==> src/pec_pkg.sv <==
`default_nettype none
// ==========================================================================
// Register map, field layout and reset values.
// ==========================================================================
package pec_pkg;
    localparam int NUM_GEN  = 4;
    localparam int NUM_OUT  = 8;
    localparam int NUM_FLT  = 4;
    localparam int NUM_EVT  = 6;
    localparam int PRD_W    = 16;
    localparam int AW       = 8;
    localparam int DW       = 32;
    localparam int ITEN_W   = 12;
    localparam int TRIG_LSB = 6;
    localparam int FLT_LSB  = 4;

    localparam logic [7:0] ADDR_CTRL      = 8'h00;
    localparam logic [7:0] ADDR_SYNC_UPD  = 8'h04;
    localparam logic [7:0] ADDR_IEN_SET   = 8'h08;
    localparam logic [7:0] ADDR_IEN_CLR   = 8'h0C;
    localparam logic [7:0] ADDR_RAW_STAT  = 8'h10;
    localparam logic [7:0] ADDR_MSK_STAT  = 8'h14;
    localparam logic [7:0] ADDR_INVERT    = 8'h18;
    localparam logic [7:0] ADDR_FLT_SUPP  = 8'h1C;
    localparam logic [7:0] ADDR_GEN_LO    = 8'h40;
    localparam logic [7:0] ADDR_GEN_HI    = 8'hBF;

    localparam logic [2:0] GEN_BASE_IDX   = 3'h2;
    localparam logic [2:0] SUB_EN_SET     = 3'h0;
    localparam logic [2:0] SUB_EN_CLR     = 3'h1;
    localparam logic [2:0] SUB_RAW        = 3'h2;
    localparam logic [2:0] SUB_MSK        = 3'h3;
    localparam logic [2:0] SUB_PERIOD     = 3'h4;

    localparam logic [7:0]  RST_BYTE      = 8'h00;
    localparam logic [11:0] RST_ITEN      = 12'h000;
    localparam logic [5:0]  RST_EVT       = 6'h00;
    localparam logic [15:0] RST_PRD       = 16'h0000;
    localparam logic [31:0] RST_WORD      = 32'h0000_0000;
endpackage
`default_nettype wire

==> src/pec_gen.sv <==
`timescale 1ns/1ps
`default_nettype none
// ==========================================================================
// Generator time base with buffered period update.
// ==========================================================================
module pec_gen (
    input  wire logic        sys_clk,
    input  wire logic        reset_n,
    input  wire logic        run,
    input  wire logic        sync_mode,
    input  wire logic        sync_req,
    input  wire logic        prd_wr,
    input  wire logic [15:0] prd_wdata,
    output logic      [15:0] prd_prog,
    output logic             zero_evt,
    output logic             load_evt
);
    logic [15:0] prog_ff;
    logic [15:0] act_ff;
    logic [15:0] cnt_ff;
    logic        pend_ff;
    logic        sync_ff;
    logic        load_ff;
    logic [15:0] nxt_act;
    logic [15:0] nxt_cnt;
    wire         at_zero = run && (cnt_ff == pec_pkg::RST_PRD);
    wire         apply   = at_zero && pend_ff && (!sync_mode || sync_ff);

    assign nxt_act  = apply ? prog_ff : act_ff;
    assign nxt_cnt  = !run ? cnt_ff :
                      at_zero ? ((nxt_act == pec_pkg::RST_PRD) ? pec_pkg::RST_PRD : nxt_act - 16'h0001) :
                      cnt_ff - 16'h0001;
    assign zero_evt = at_zero && (act_ff != pec_pkg::RST_PRD);
    assign load_evt = load_ff;
    assign prd_prog = prog_ff;

    always_ff @(posedge sys_clk or negedge reset_n) begin
        if (!reset_n) begin
            prog_ff <= pec_pkg::RST_PRD;
            act_ff  <= pec_pkg::RST_PRD;
            cnt_ff  <= pec_pkg::RST_PRD;
            pend_ff <= 1'b0;
            sync_ff <= 1'b0;
            load_ff <= 1'b0;
        end else begin
            if (prd_wr) begin
                prog_ff <= prd_wdata;
            end
            act_ff  <= nxt_act;
            cnt_ff  <= nxt_cnt;
            pend_ff <= prd_wr || (pend_ff && !apply);
            sync_ff <= (sync_req && sync_mode) || (sync_ff && !apply);
            load_ff <= at_zero && (nxt_act != pec_pkg::RST_PRD);
        end
    end
endmodule // pec_gen
`default_nettype wire

==> src/pec_outcond.sv <==
`timescale 1ns/1ps
`default_nettype none
// ==========================================================================
// Output fault suppression and polarity.
// ==========================================================================
module pec_outcond (
    input  wire logic       sys_clk,
    input  wire logic       reset_n,
    input  wire logic       fault_active,
    input  wire logic [7:0] fault_suppress,
    input  wire logic [7:0] output_invert,
    input  wire logic [7:0] pwm_in,
    output logic      [7:0] pwm_out
);
    logic [7:0] out_ff;
    logic [7:0] nxt_out;

    genvar i;
    generate
        for (i = 0; i < pec_pkg::NUM_OUT; i++) begin : g_out
            assign nxt_out[i] = ((fault_active && fault_suppress[i]) ? 1'b0 : pwm_in[i])
                                ^ output_invert[i];
        end
    endgenerate

    always_ff @(posedge sys_clk or negedge reset_n) begin
        if (!reset_n) begin
            out_ff <= pec_pkg::RST_BYTE;
        end else begin
            out_ff <= nxt_out;
        end
    end

    assign pwm_out = out_ff;
endmodule // pec_outcond
`default_nettype wire

==> src/pec_top.sv <==
// Summary of operation
// - Clearing a generator enable bit masks that interrupt or trigger source.
// - Setting a generator enable bit unmasks that source, other bits untouched.
// - Six events per generator, each with interrupt and trigger enables.
// - Period equals clock ticks between successive counter-zero pulses.
// - Period read returns the programmed value, not the active one.
// - A newer period write replaces an unapplied pending one.
// - Module enable has four generator and four fault bits; clear masks.
// - Setting a module enable bit unmasks that interrupt to the processor.
// - Raw and masked module status are both readable.
// - Suppress bit forces its output inactive while a fault is active.
// - Invert bit makes its output active low.
// - Writing one clears a latched generator event; zero leaves it.
// - Period updates apply at counter zero, after sync in sync mode.
`timescale 1ns/1ps
`default_nettype none
module pec_top (
    input  wire logic        sys_clk,
    input  wire logic        reset_n,
    input  wire logic [7:0]  reg_addr,
    input  wire logic [31:0] reg_wdata,
    input  wire logic        reg_wr,
    input  wire logic        reg_rd,
    output logic      [31:0] reg_rdata,
    input  wire logic [15:0] cmp_evt,
    input  wire logic [3:0]  fault_in,
    input  wire logic [7:0]  pwm_in,
    output logic      [7:0]  pwm_out,
    output logic      [3:0]  trig_out,
    output logic             irq
);
    // ======================================================================
    // Module-level registers.
    // ======================================================================
    logic [7:0]  ctrl_ff;
    logic [7:0]  ien_ff;
    logic [3:0]  flt_ris_ff;
    logic [7:0]  inv_ff;
    logic [7:0]  supp_ff;
    logic [31:0] rdata_ff;
    logic [3:0]  trig_ff;
    logic [3:0]  sync_req;
    logic [3:0]  gen_irq;
    logic [3:0]  trig_nxt;
    logic [7:0]  mod_ris;
    logic [7:0]  mod_mis;
    logic [3:0]  nxt_flt_ris;

    logic [11:0] iten_ff  [4];
    logic [5:0]  ris_ff   [4];
    logic [5:0]  evt      [4];
    logic [5:0]  mis      [4];
    logic [15:0] prd_prog [4];
    logic [31:0] gen_rd   [4];

    // ======================================================================
    // Address decode.
    // ======================================================================
    wire       wr_ctrl  = reg_wr && (reg_addr == pec_pkg::ADDR_CTRL);
    wire       wr_sync  = reg_wr && (reg_addr == pec_pkg::ADDR_SYNC_UPD);
    wire       wr_iset  = reg_wr && (reg_addr == pec_pkg::ADDR_IEN_SET);
    wire       wr_iclr  = reg_wr && (reg_addr == pec_pkg::ADDR_IEN_CLR);
    wire       wr_mstat = reg_wr && (reg_addr == pec_pkg::ADDR_MSK_STAT);
    wire       wr_inv   = reg_wr && (reg_addr == pec_pkg::ADDR_INVERT);
    wire       wr_supp  = reg_wr && (reg_addr == pec_pkg::ADDR_FLT_SUPP);
    wire       gen_hit  = (reg_addr >= pec_pkg::ADDR_GEN_LO) && (reg_addr <= pec_pkg::ADDR_GEN_HI);
    wire [2:0] gen_sel  = reg_addr[7:5] - pec_pkg::GEN_BASE_IDX;
    wire [2:0] gen_sub  = reg_addr[4:2];
    wire       word_ok  = (reg_addr[1:0] == 2'h0);
    wire       fault_active = |fault_in;

    assign sync_req    = wr_sync ? reg_wdata[3:0] : 4'h0;
    assign nxt_flt_ris = fault_in | (flt_ris_ff & ~(wr_mstat ? reg_wdata[7:4] : 4'h0));
    assign mod_ris     = {flt_ris_ff, gen_irq};
    assign mod_mis     = mod_ris & ien_ff;
    assign irq         = |mod_mis;

    // ======================================================================
    // Generators.
    // ======================================================================
    genvar g;
    generate
        for (g = 0; g < pec_pkg::NUM_GEN; g++) begin : g_gen
            wire        sel     = reg_wr && gen_hit && word_ok && (gen_sel == 3'(g));
            wire        wr_eset = sel && (gen_sub == pec_pkg::SUB_EN_SET);
            wire        wr_eclr = sel && (gen_sub == pec_pkg::SUB_EN_CLR);
            wire        wr_msk  = sel && (gen_sub == pec_pkg::SUB_MSK);
            wire        wr_prd  = sel && (gen_sub == pec_pkg::SUB_PERIOD);
            wire [11:0] set_m   = wr_eset ? reg_wdata[11:0] : pec_pkg::RST_ITEN;
            wire [11:0] clr_m   = wr_eclr ? reg_wdata[11:0] : pec_pkg::RST_ITEN;
            wire [5:0]  w1c_m   = wr_msk ? reg_wdata[5:0] : pec_pkg::RST_EVT;
            wire        zero_e;
            wire        load_e;

            pec_gen u_gen (
                .sys_clk   (sys_clk),
                .reset_n   (reset_n),
                .run       (ctrl_ff[g]),
                .sync_mode (ctrl_ff[g+4]),
                .sync_req  (sync_req[g]),
                .prd_wr    (wr_prd),
                .prd_wdata (reg_wdata[15:0]),
                .prd_prog  (prd_prog[g]),
                .zero_evt  (zero_e),
                .load_evt  (load_e)
            );

            assign evt[g]      = {cmp_evt[4*g+3 -: 4], load_e, zero_e};
            assign mis[g]      = ris_ff[g] & iten_ff[g][5:0];
            assign gen_irq[g]  = |mis[g];
            assign trig_nxt[g] = |(evt[g] & iten_ff[g][11:6]);
            assign gen_rd[g]   = (gen_sub == pec_pkg::SUB_EN_SET) ? {20'h0, iten_ff[g]} :
                                 (gen_sub == pec_pkg::SUB_EN_CLR) ? {20'h0, iten_ff[g]} :
                                 (gen_sub == pec_pkg::SUB_RAW)    ? {26'h0, ris_ff[g]} :
                                 (gen_sub == pec_pkg::SUB_MSK)    ? {26'h0, mis[g]} :
                                 (gen_sub == pec_pkg::SUB_PERIOD) ? {16'h0, prd_prog[g]} :
                                 pec_pkg::RST_WORD;

            always_ff @(posedge sys_clk or negedge reset_n) begin
                if (!reset_n) begin
                    iten_ff[g] <= pec_pkg::RST_ITEN;
                    ris_ff[g]  <= pec_pkg::RST_EVT;
                end else begin
                    iten_ff[g] <= (iten_ff[g] | set_m) & ~clr_m;
                    ris_ff[g]  <= evt[g] | (ris_ff[g] & ~w1c_m);
                end
            end
        end
    endgenerate

    // ======================================================================
    // Output conditioning.
    // ======================================================================
    pec_outcond u_out (
        .sys_clk        (sys_clk),
        .reset_n        (reset_n),
        .fault_active   (fault_active),
        .fault_suppress (supp_ff),
        .output_invert  (inv_ff),
        .pwm_in         (pwm_in),
        .pwm_out        (pwm_out)
    );

    // ======================================================================
    // Read mux.
    // ======================================================================
    wire [31:0] rd_mux = !word_ok                                ? pec_pkg::RST_WORD :
                         (reg_addr == pec_pkg::ADDR_CTRL)        ? {24'h0, ctrl_ff} :
                         (reg_addr == pec_pkg::ADDR_IEN_SET)     ? {24'h0, ien_ff} :
                         (reg_addr == pec_pkg::ADDR_IEN_CLR)     ? {24'h0, ien_ff} :
                         (reg_addr == pec_pkg::ADDR_RAW_STAT)    ? {24'h0, mod_ris} :
                         (reg_addr == pec_pkg::ADDR_MSK_STAT)    ? {24'h0, mod_mis} :
                         (reg_addr == pec_pkg::ADDR_INVERT)      ? {24'h0, inv_ff} :
                         (reg_addr == pec_pkg::ADDR_FLT_SUPP)    ? {24'h0, supp_ff} :
                         gen_hit                                 ? gen_rd[gen_sel[1:0]] :
                         pec_pkg::RST_WORD;

    // ======================================================================
    // Module registers.
    // ======================================================================
    always_ff @(posedge sys_clk or negedge reset_n) begin
        if (!reset_n) begin
            ctrl_ff    <= pec_pkg::RST_BYTE;
            ien_ff     <= pec_pkg::RST_BYTE;
            flt_ris_ff <= 4'h0;
            inv_ff     <= pec_pkg::RST_BYTE;
            supp_ff    <= pec_pkg::RST_BYTE;
            rdata_ff   <= pec_pkg::RST_WORD;
            trig_ff    <= 4'h0;
        end else begin
            if (wr_ctrl) begin
                ctrl_ff <= reg_wdata[7:0];
            end
            if (wr_inv) begin
                inv_ff <= reg_wdata[7:0];
            end
            if (wr_supp) begin
                supp_ff <= reg_wdata[7:0];
            end
            ien_ff     <= (ien_ff | (wr_iset ? reg_wdata[7:0] : 8'h00))
                          & ~(wr_iclr ? reg_wdata[7:0] : 8'h00);
            flt_ris_ff <= nxt_flt_ris;
            rdata_ff   <= reg_rd ? rd_mux : pec_pkg::RST_WORD;
            trig_ff    <= trig_nxt;
        end
    end

    assign reg_rdata = rdata_ff;
    assign trig_out  = trig_ff;
endmodule // pec_top
`default_nettype wire

==> config.mk <==
export PLATFORM = sky130hd
export DESIGN_NAME = pec_top
export DESIGN_NICKNAME = d
export VERILOG_FILES = /design/src/pec_pkg.sv /design/src/pec_gen.sv /design/src/pec_outcond.sv /design/src/pec_top.sv
export SDC_FILE = /design/constraint.sdc
export NUM_CORES = 1
export LEC_CHECK = 0
export ABC_AREA = 1
export BUFFER_PORTS_ARGS = -buffer_cell sky130_fd_sc_hd__buf_4
export CAP_MARGIN = 40
export CORE_MARGIN = 10
export CORE_UTILIZATION = 49
export DETAILED_ROUTE_END_ITERATION = 12
export GPL_TIMING_DRIVEN = 0
export PLACE_DENSITY = 0.71
export SLEW_MARGIN = 20
export SYNTH_ARGS = -nofsm -noshare
export SYNTH_HDL_FRONTEND = slang
export SYNTH_SLANG_ARGS = --single-unit
==> constraint.sdc <==
create_clock -name sys_clk -period 3.5 [get_ports sys_clk]
set_input_delay 0.175 -clock sys_clk [delete_from_list [all_inputs] [get_ports sys_clk]]
set_output_delay 0.175 -clock sys_clk [all_outputs]
set_load 0.02 [all_outputs]
==> impl_metrics.json <==
{
  "ir_drop_mv": 0.351,
  "clock.fmax_mhz": 322,
  "synth_edf_count": 0,
  "worst_pin_slew_ps": 984,
  "r2r_start": "g_gen[1].u_gen.cnt_ff[0]",
  "clock_path_buffers": 3,
  "criticalPathCategory": "register to register",
  "wl_per_cell_um": 19.9,
  "post-route-period-util_pct": 88.8,
  "max_slew_margin_pct": 34.4,
  "rr_endpoint": "g_gen[1].u_gen.cnt_ff[6]",
  "multi_input_area_um2": 9400,
  "ioPinCount": 117,
  "netSwitchingPower_mw": 3.70,
  "drive_gt1_share_pct": 12.6,
  "grt_antenna_before_repair": 0,
  "internal_power_mw": 7.95,
  "root_buffer": "clkbuf_16",
  "grt_max_degree": 94,
  "portBuffers": 74,
  "grt-ovfl-total": 0,
  "vias": 18700,
  "area_growth_pct": 16.2,
  "crit_fanout": 10,
  "track_usage_pct": 27.1,
  "path_clk_slew_ps": 70,
  "dp_hpwl_mm": 49.6,
  "grt_pass1_wl_mm": 103,
  "syn-cell-area_um2": 19600,
  "die_h_um": 220,
  "setup_violations": 0,
  "utilization_pct": 57.5,
  "hold_viol_final": 0,
  "viasPerCell": 5.66,
  "core-area_um2": 39600,
  "rr_worst_depth": 19,
  "place_congestion": 0.983,
  "powerDensity_nw_per_um2": 511,
  "hp-class": "primary input to register",
  "drc": 0,
  "status": "complete, no violations",
  "startpoint_type": "register",
  "slew_viol_final": 0,
  "wl_mm": 65.6,
  "endpoint_kind": "register",
  "period_needed_ps": 3110,
  "die_w_um": 220,
  "crit_required_ps": 3980,
  "rrSetupSlack_ps": 390,
  "fin_skew_ps": 22.6,
  "final.setup.tns_ps": 0,
  "p_clk_share_pct": 37.8,
  "switching_share_pct": 31.8,
  "diodes": 0,
  "yosysUniqueCellTypes": 55,
  "h-tree-depth": 2,
  "maxCapViolations": 0,
  "p_leak_nw": 10.7,
  "syn_area_per_cell_um2": 7.64,
  "first_iter_violations": 1851,
  "ys_seq_area_share_pct": 43.4,
  "synth-seq-cells": 340,
  "synthCells": 2566,
  "synth_ff_type": "dfrtp_1",
  "std_cell_rows": 73,
  "power_mw": 11.6,
  "sequentialPowerShare_pct": 42.5,
  "seq_area_um2": 8510,
  "cts_tree": "yes",
  "crit_start": "g_gen[1].u_gen.cnt_ff[0]",
  "start_util_pct": 49.5,
  "drtPass1Iterations": 6,
  "crit_end": "g_gen[1].u_gen.cnt_ff[6]",
  "ant_nets": 0,
  "cts_made_buffers": 39,
  "cts_resized": 0,
  "synth-async-reset-ratio_pct": 100,
  "arrival_ps": 3590,
  "die_area_um2": 48400,
  "insertion_delay_ps": 580,
  "grt_pass1_vias": 18300,
  "p_comb_share_pct": 19.7,
  "fin_nets": 2833,
  "fillers": 3707,
  "yosys_warnings": 0,
  "clock_sinks": 340,
  "rsz0062_at_grt": "no"
}
routing by layer:
layer  global-route usage [%]  share of wire (%)  up-vias
met1                     35.6                 41     9014
li1                         -                  -     8794
met5                        0                  0        -
met2                     44.7                 48      732
met4                     10.1                3.3        0
met3                     3.76                7.4      127
metrics by stage:
| stage | instance area (um^2) | setup WS, ps | hold WS [ps] | cells |
|---|---|---|---|---|
| 3_5_place_dp | 21100 | 422 | 112 | 3192 |
| 2_1_floorplan | 19700 | 967 | -121 | 2581 |
| 4_1_cts | 22800 | 401 | 23.9 | 3297 |
| 6_report | 22800 | 393 | 59.2 | 3298 |
| 5_1_grt | 22800 | 140 | 79.7 | 3298 |
| 3_3_place_gp | 20900 | -970 | 380 | 3180 |
final cells by class:
type	count	share of cell area [%]
inverter	319	5.27
clock inverter	17	1.02
multi-input combinational	1816	41.2
sequential	340	37.3
buffer	106	2.49
timing repair buffer	122	4.83
clock buffer	53	4.96
tap	525	2.88
Yosys cell counts (7+ instances only):
| library cell | n | share of area, % |
|---|---|---|
| o21ai_2 | 11 | 0.49 |
| buf_6 | 11 | 0.63 |
| a21oi_1 | 182 | 4.6 |
| a22oi_2 | 8 | 0.51 |
| clkinv_1 | 7 | 0.13 |
| clkbuf_1 | 63 | 1.2 |
| o21ai_1 | 11 | 0.28 |
| nor4_1 | 30 | 0.96 |
| a21boi_0 | 8 | 0.31 |
| nor3_1 | 35 | 0.89 |
| nand3_2 | 15 | 0.77 |
| a22oi_1 | 16 | 0.61 |
| nand2_1 | 579 | 11 |
| a221oi_1 | 12 | 0.54 |
| xor2_1 | 36 | 1.6 |
| nand4_1 | 68 | 2.2 |
| o21ai_0 | 197 | 5.0 |
| buf_4 | 19 | 0.73 |
| nand3_1 | 76 | 1.9 |
| xnor2_1 | 18 | 0.80 |
| a21oi_2 | 11 | 0.49 |
| nor2_1 | 269 | 5.1 |
| nor2_4 | 19 | 1.1 |
| a211oi_1 | 9 | 0.34 |
| o22ai_1 | 17 | 0.54 |
| buf_2 | 11 | 0.28 |
| ha_1 | 17 | 1.1 |
| inv_1 | 302 | 5.8 |
| nand2_2 | 44 | 1.4 |
| o211ai_1 | 9 | 0.34 |
| o221ai_1 | 13 | 0.58 |
| dfrtp_1 | 340 | 43 |
| inv_2 | 9 | 0.17 |
| nor2_2 | 26 | 0.83 |
| a2bb2oi_1 | 15 | 0.67 |
cells by family after synthesis:
family	Yosys count	synth area share, %
AO/OA/AOI/OAI	554	17.1
AND/OR/NAND/NOR	1175	27.0
XOR/XNOR	54	2.41
flip-flops	340	43.4
other	1	0.0191
adder cells (fa/ha/maj)	17	1.08
buffers and inverters	425	9.01
state kept, by name, summed over array words and instances (netlist names), 8 cells and up:
| signal | count |
|---|---|
| reg_rdata | 16 |
| ris_ff | 24 |
| ien_ff | 8 |
| iten_ff | 48 |
| supp_ff | 8 |
| g_gen.u_gen.act_ff | 64 |
| g_gen.u_gen.prd_prog | 64 |
| g_gen.u_gen.cnt_ff | 64 |
| inv_ff | 8 |
| u_out.pwm_out | 8 |
| ctrl_ff | 8 |
how the worst min path moves through the flow:
stage	startpoint	end	slack, ps	cells after the start
2_1_floorplan	reset_n	ctrl_ff[0]	-120	0
3_3_place_gp	fault_in[1]	flt_ris_ff[1]	380	3
3_5_place_dp	reset_n	g_gen[1].u_gen.cnt_ff[7]	110	1
4_1_cts	reg_wdata[10]	iten_ff[46]	20	3
5_1_grt	reg_rd	reg_rdata[7]	80	5
6_report	reg_wdata[10]	iten_ff[46]	60	3
worst max-delay path: stages, from the launching register on:
cell and delay [ps]:
dfrtp_1 390, inv_1 130, ha_1 240, inv_1 70, nor2_1 90, nand2_1 80
nor2_2 120, nand4_4 190, buf_6 220, o21ai_1 230, inv_1 100, ha_1 190
inv_1 80, nor2_1 60, nand2_1 80, nor2_2 50, a21oi_4 250, buf_6 200
nand2_1 110, a21oi_2 140
repair_timing:
action                    CTS  global route
hold endpoints to repair  261             0
hold buffers               35             0
buffers inserted            0             0
placed cells by master, fill, tap and decap left out, types with 9 or more instances in the layout:
cell type,synthesis,routed
a2bb2oi_1,15,15
a21oi_2,11,11
buf_2,11,12
o21ai_2,11,11
nand2_1,579,579
inv_1,302,302
xnor2_1,18,18
ha_1,17,17
clkbuf_16,0,40
nor2_1,269,269
nor3_1,35,35
dlygate4sd3_1,0,35
nand4_1,68,68
buf_4,19,94
nand3_2,15,15
xor2_1,36,36
a211oi_1,9,9
clkbuf_1,63,68
nor2_2,26,26
nor2_4,19,19
buf_6,11,14
inv_2,9,9
o221ai_1,13,13
nand2_2,44,44
o22ai_1,17,17
dfrtp_1,340,340
nand3_1,76,76
o21ai_1,11,11
o211ai_1,9,9
a22oi_1,16,16
a21oi_1,182,182
a221oi_1,12,12
conb_1,1,16
nor4_1,30,30
o21ai_0,197,197
power by group through the flow:
stage          registers (mW)  clock network, mW  logic, mW
5_1_grt                  5.02               4.60       2.60
2_1_floorplan            4.88                  0       1.64
4_1_cts                  4.94               4.44       2.28
3_5_place_dp             5.00                  0       2.24
6_report                 4.96               4.40       2.30
3_3_place_gp             4.99                  0       2.14
No activity file was read; power rests on OpenSTA's default activity.
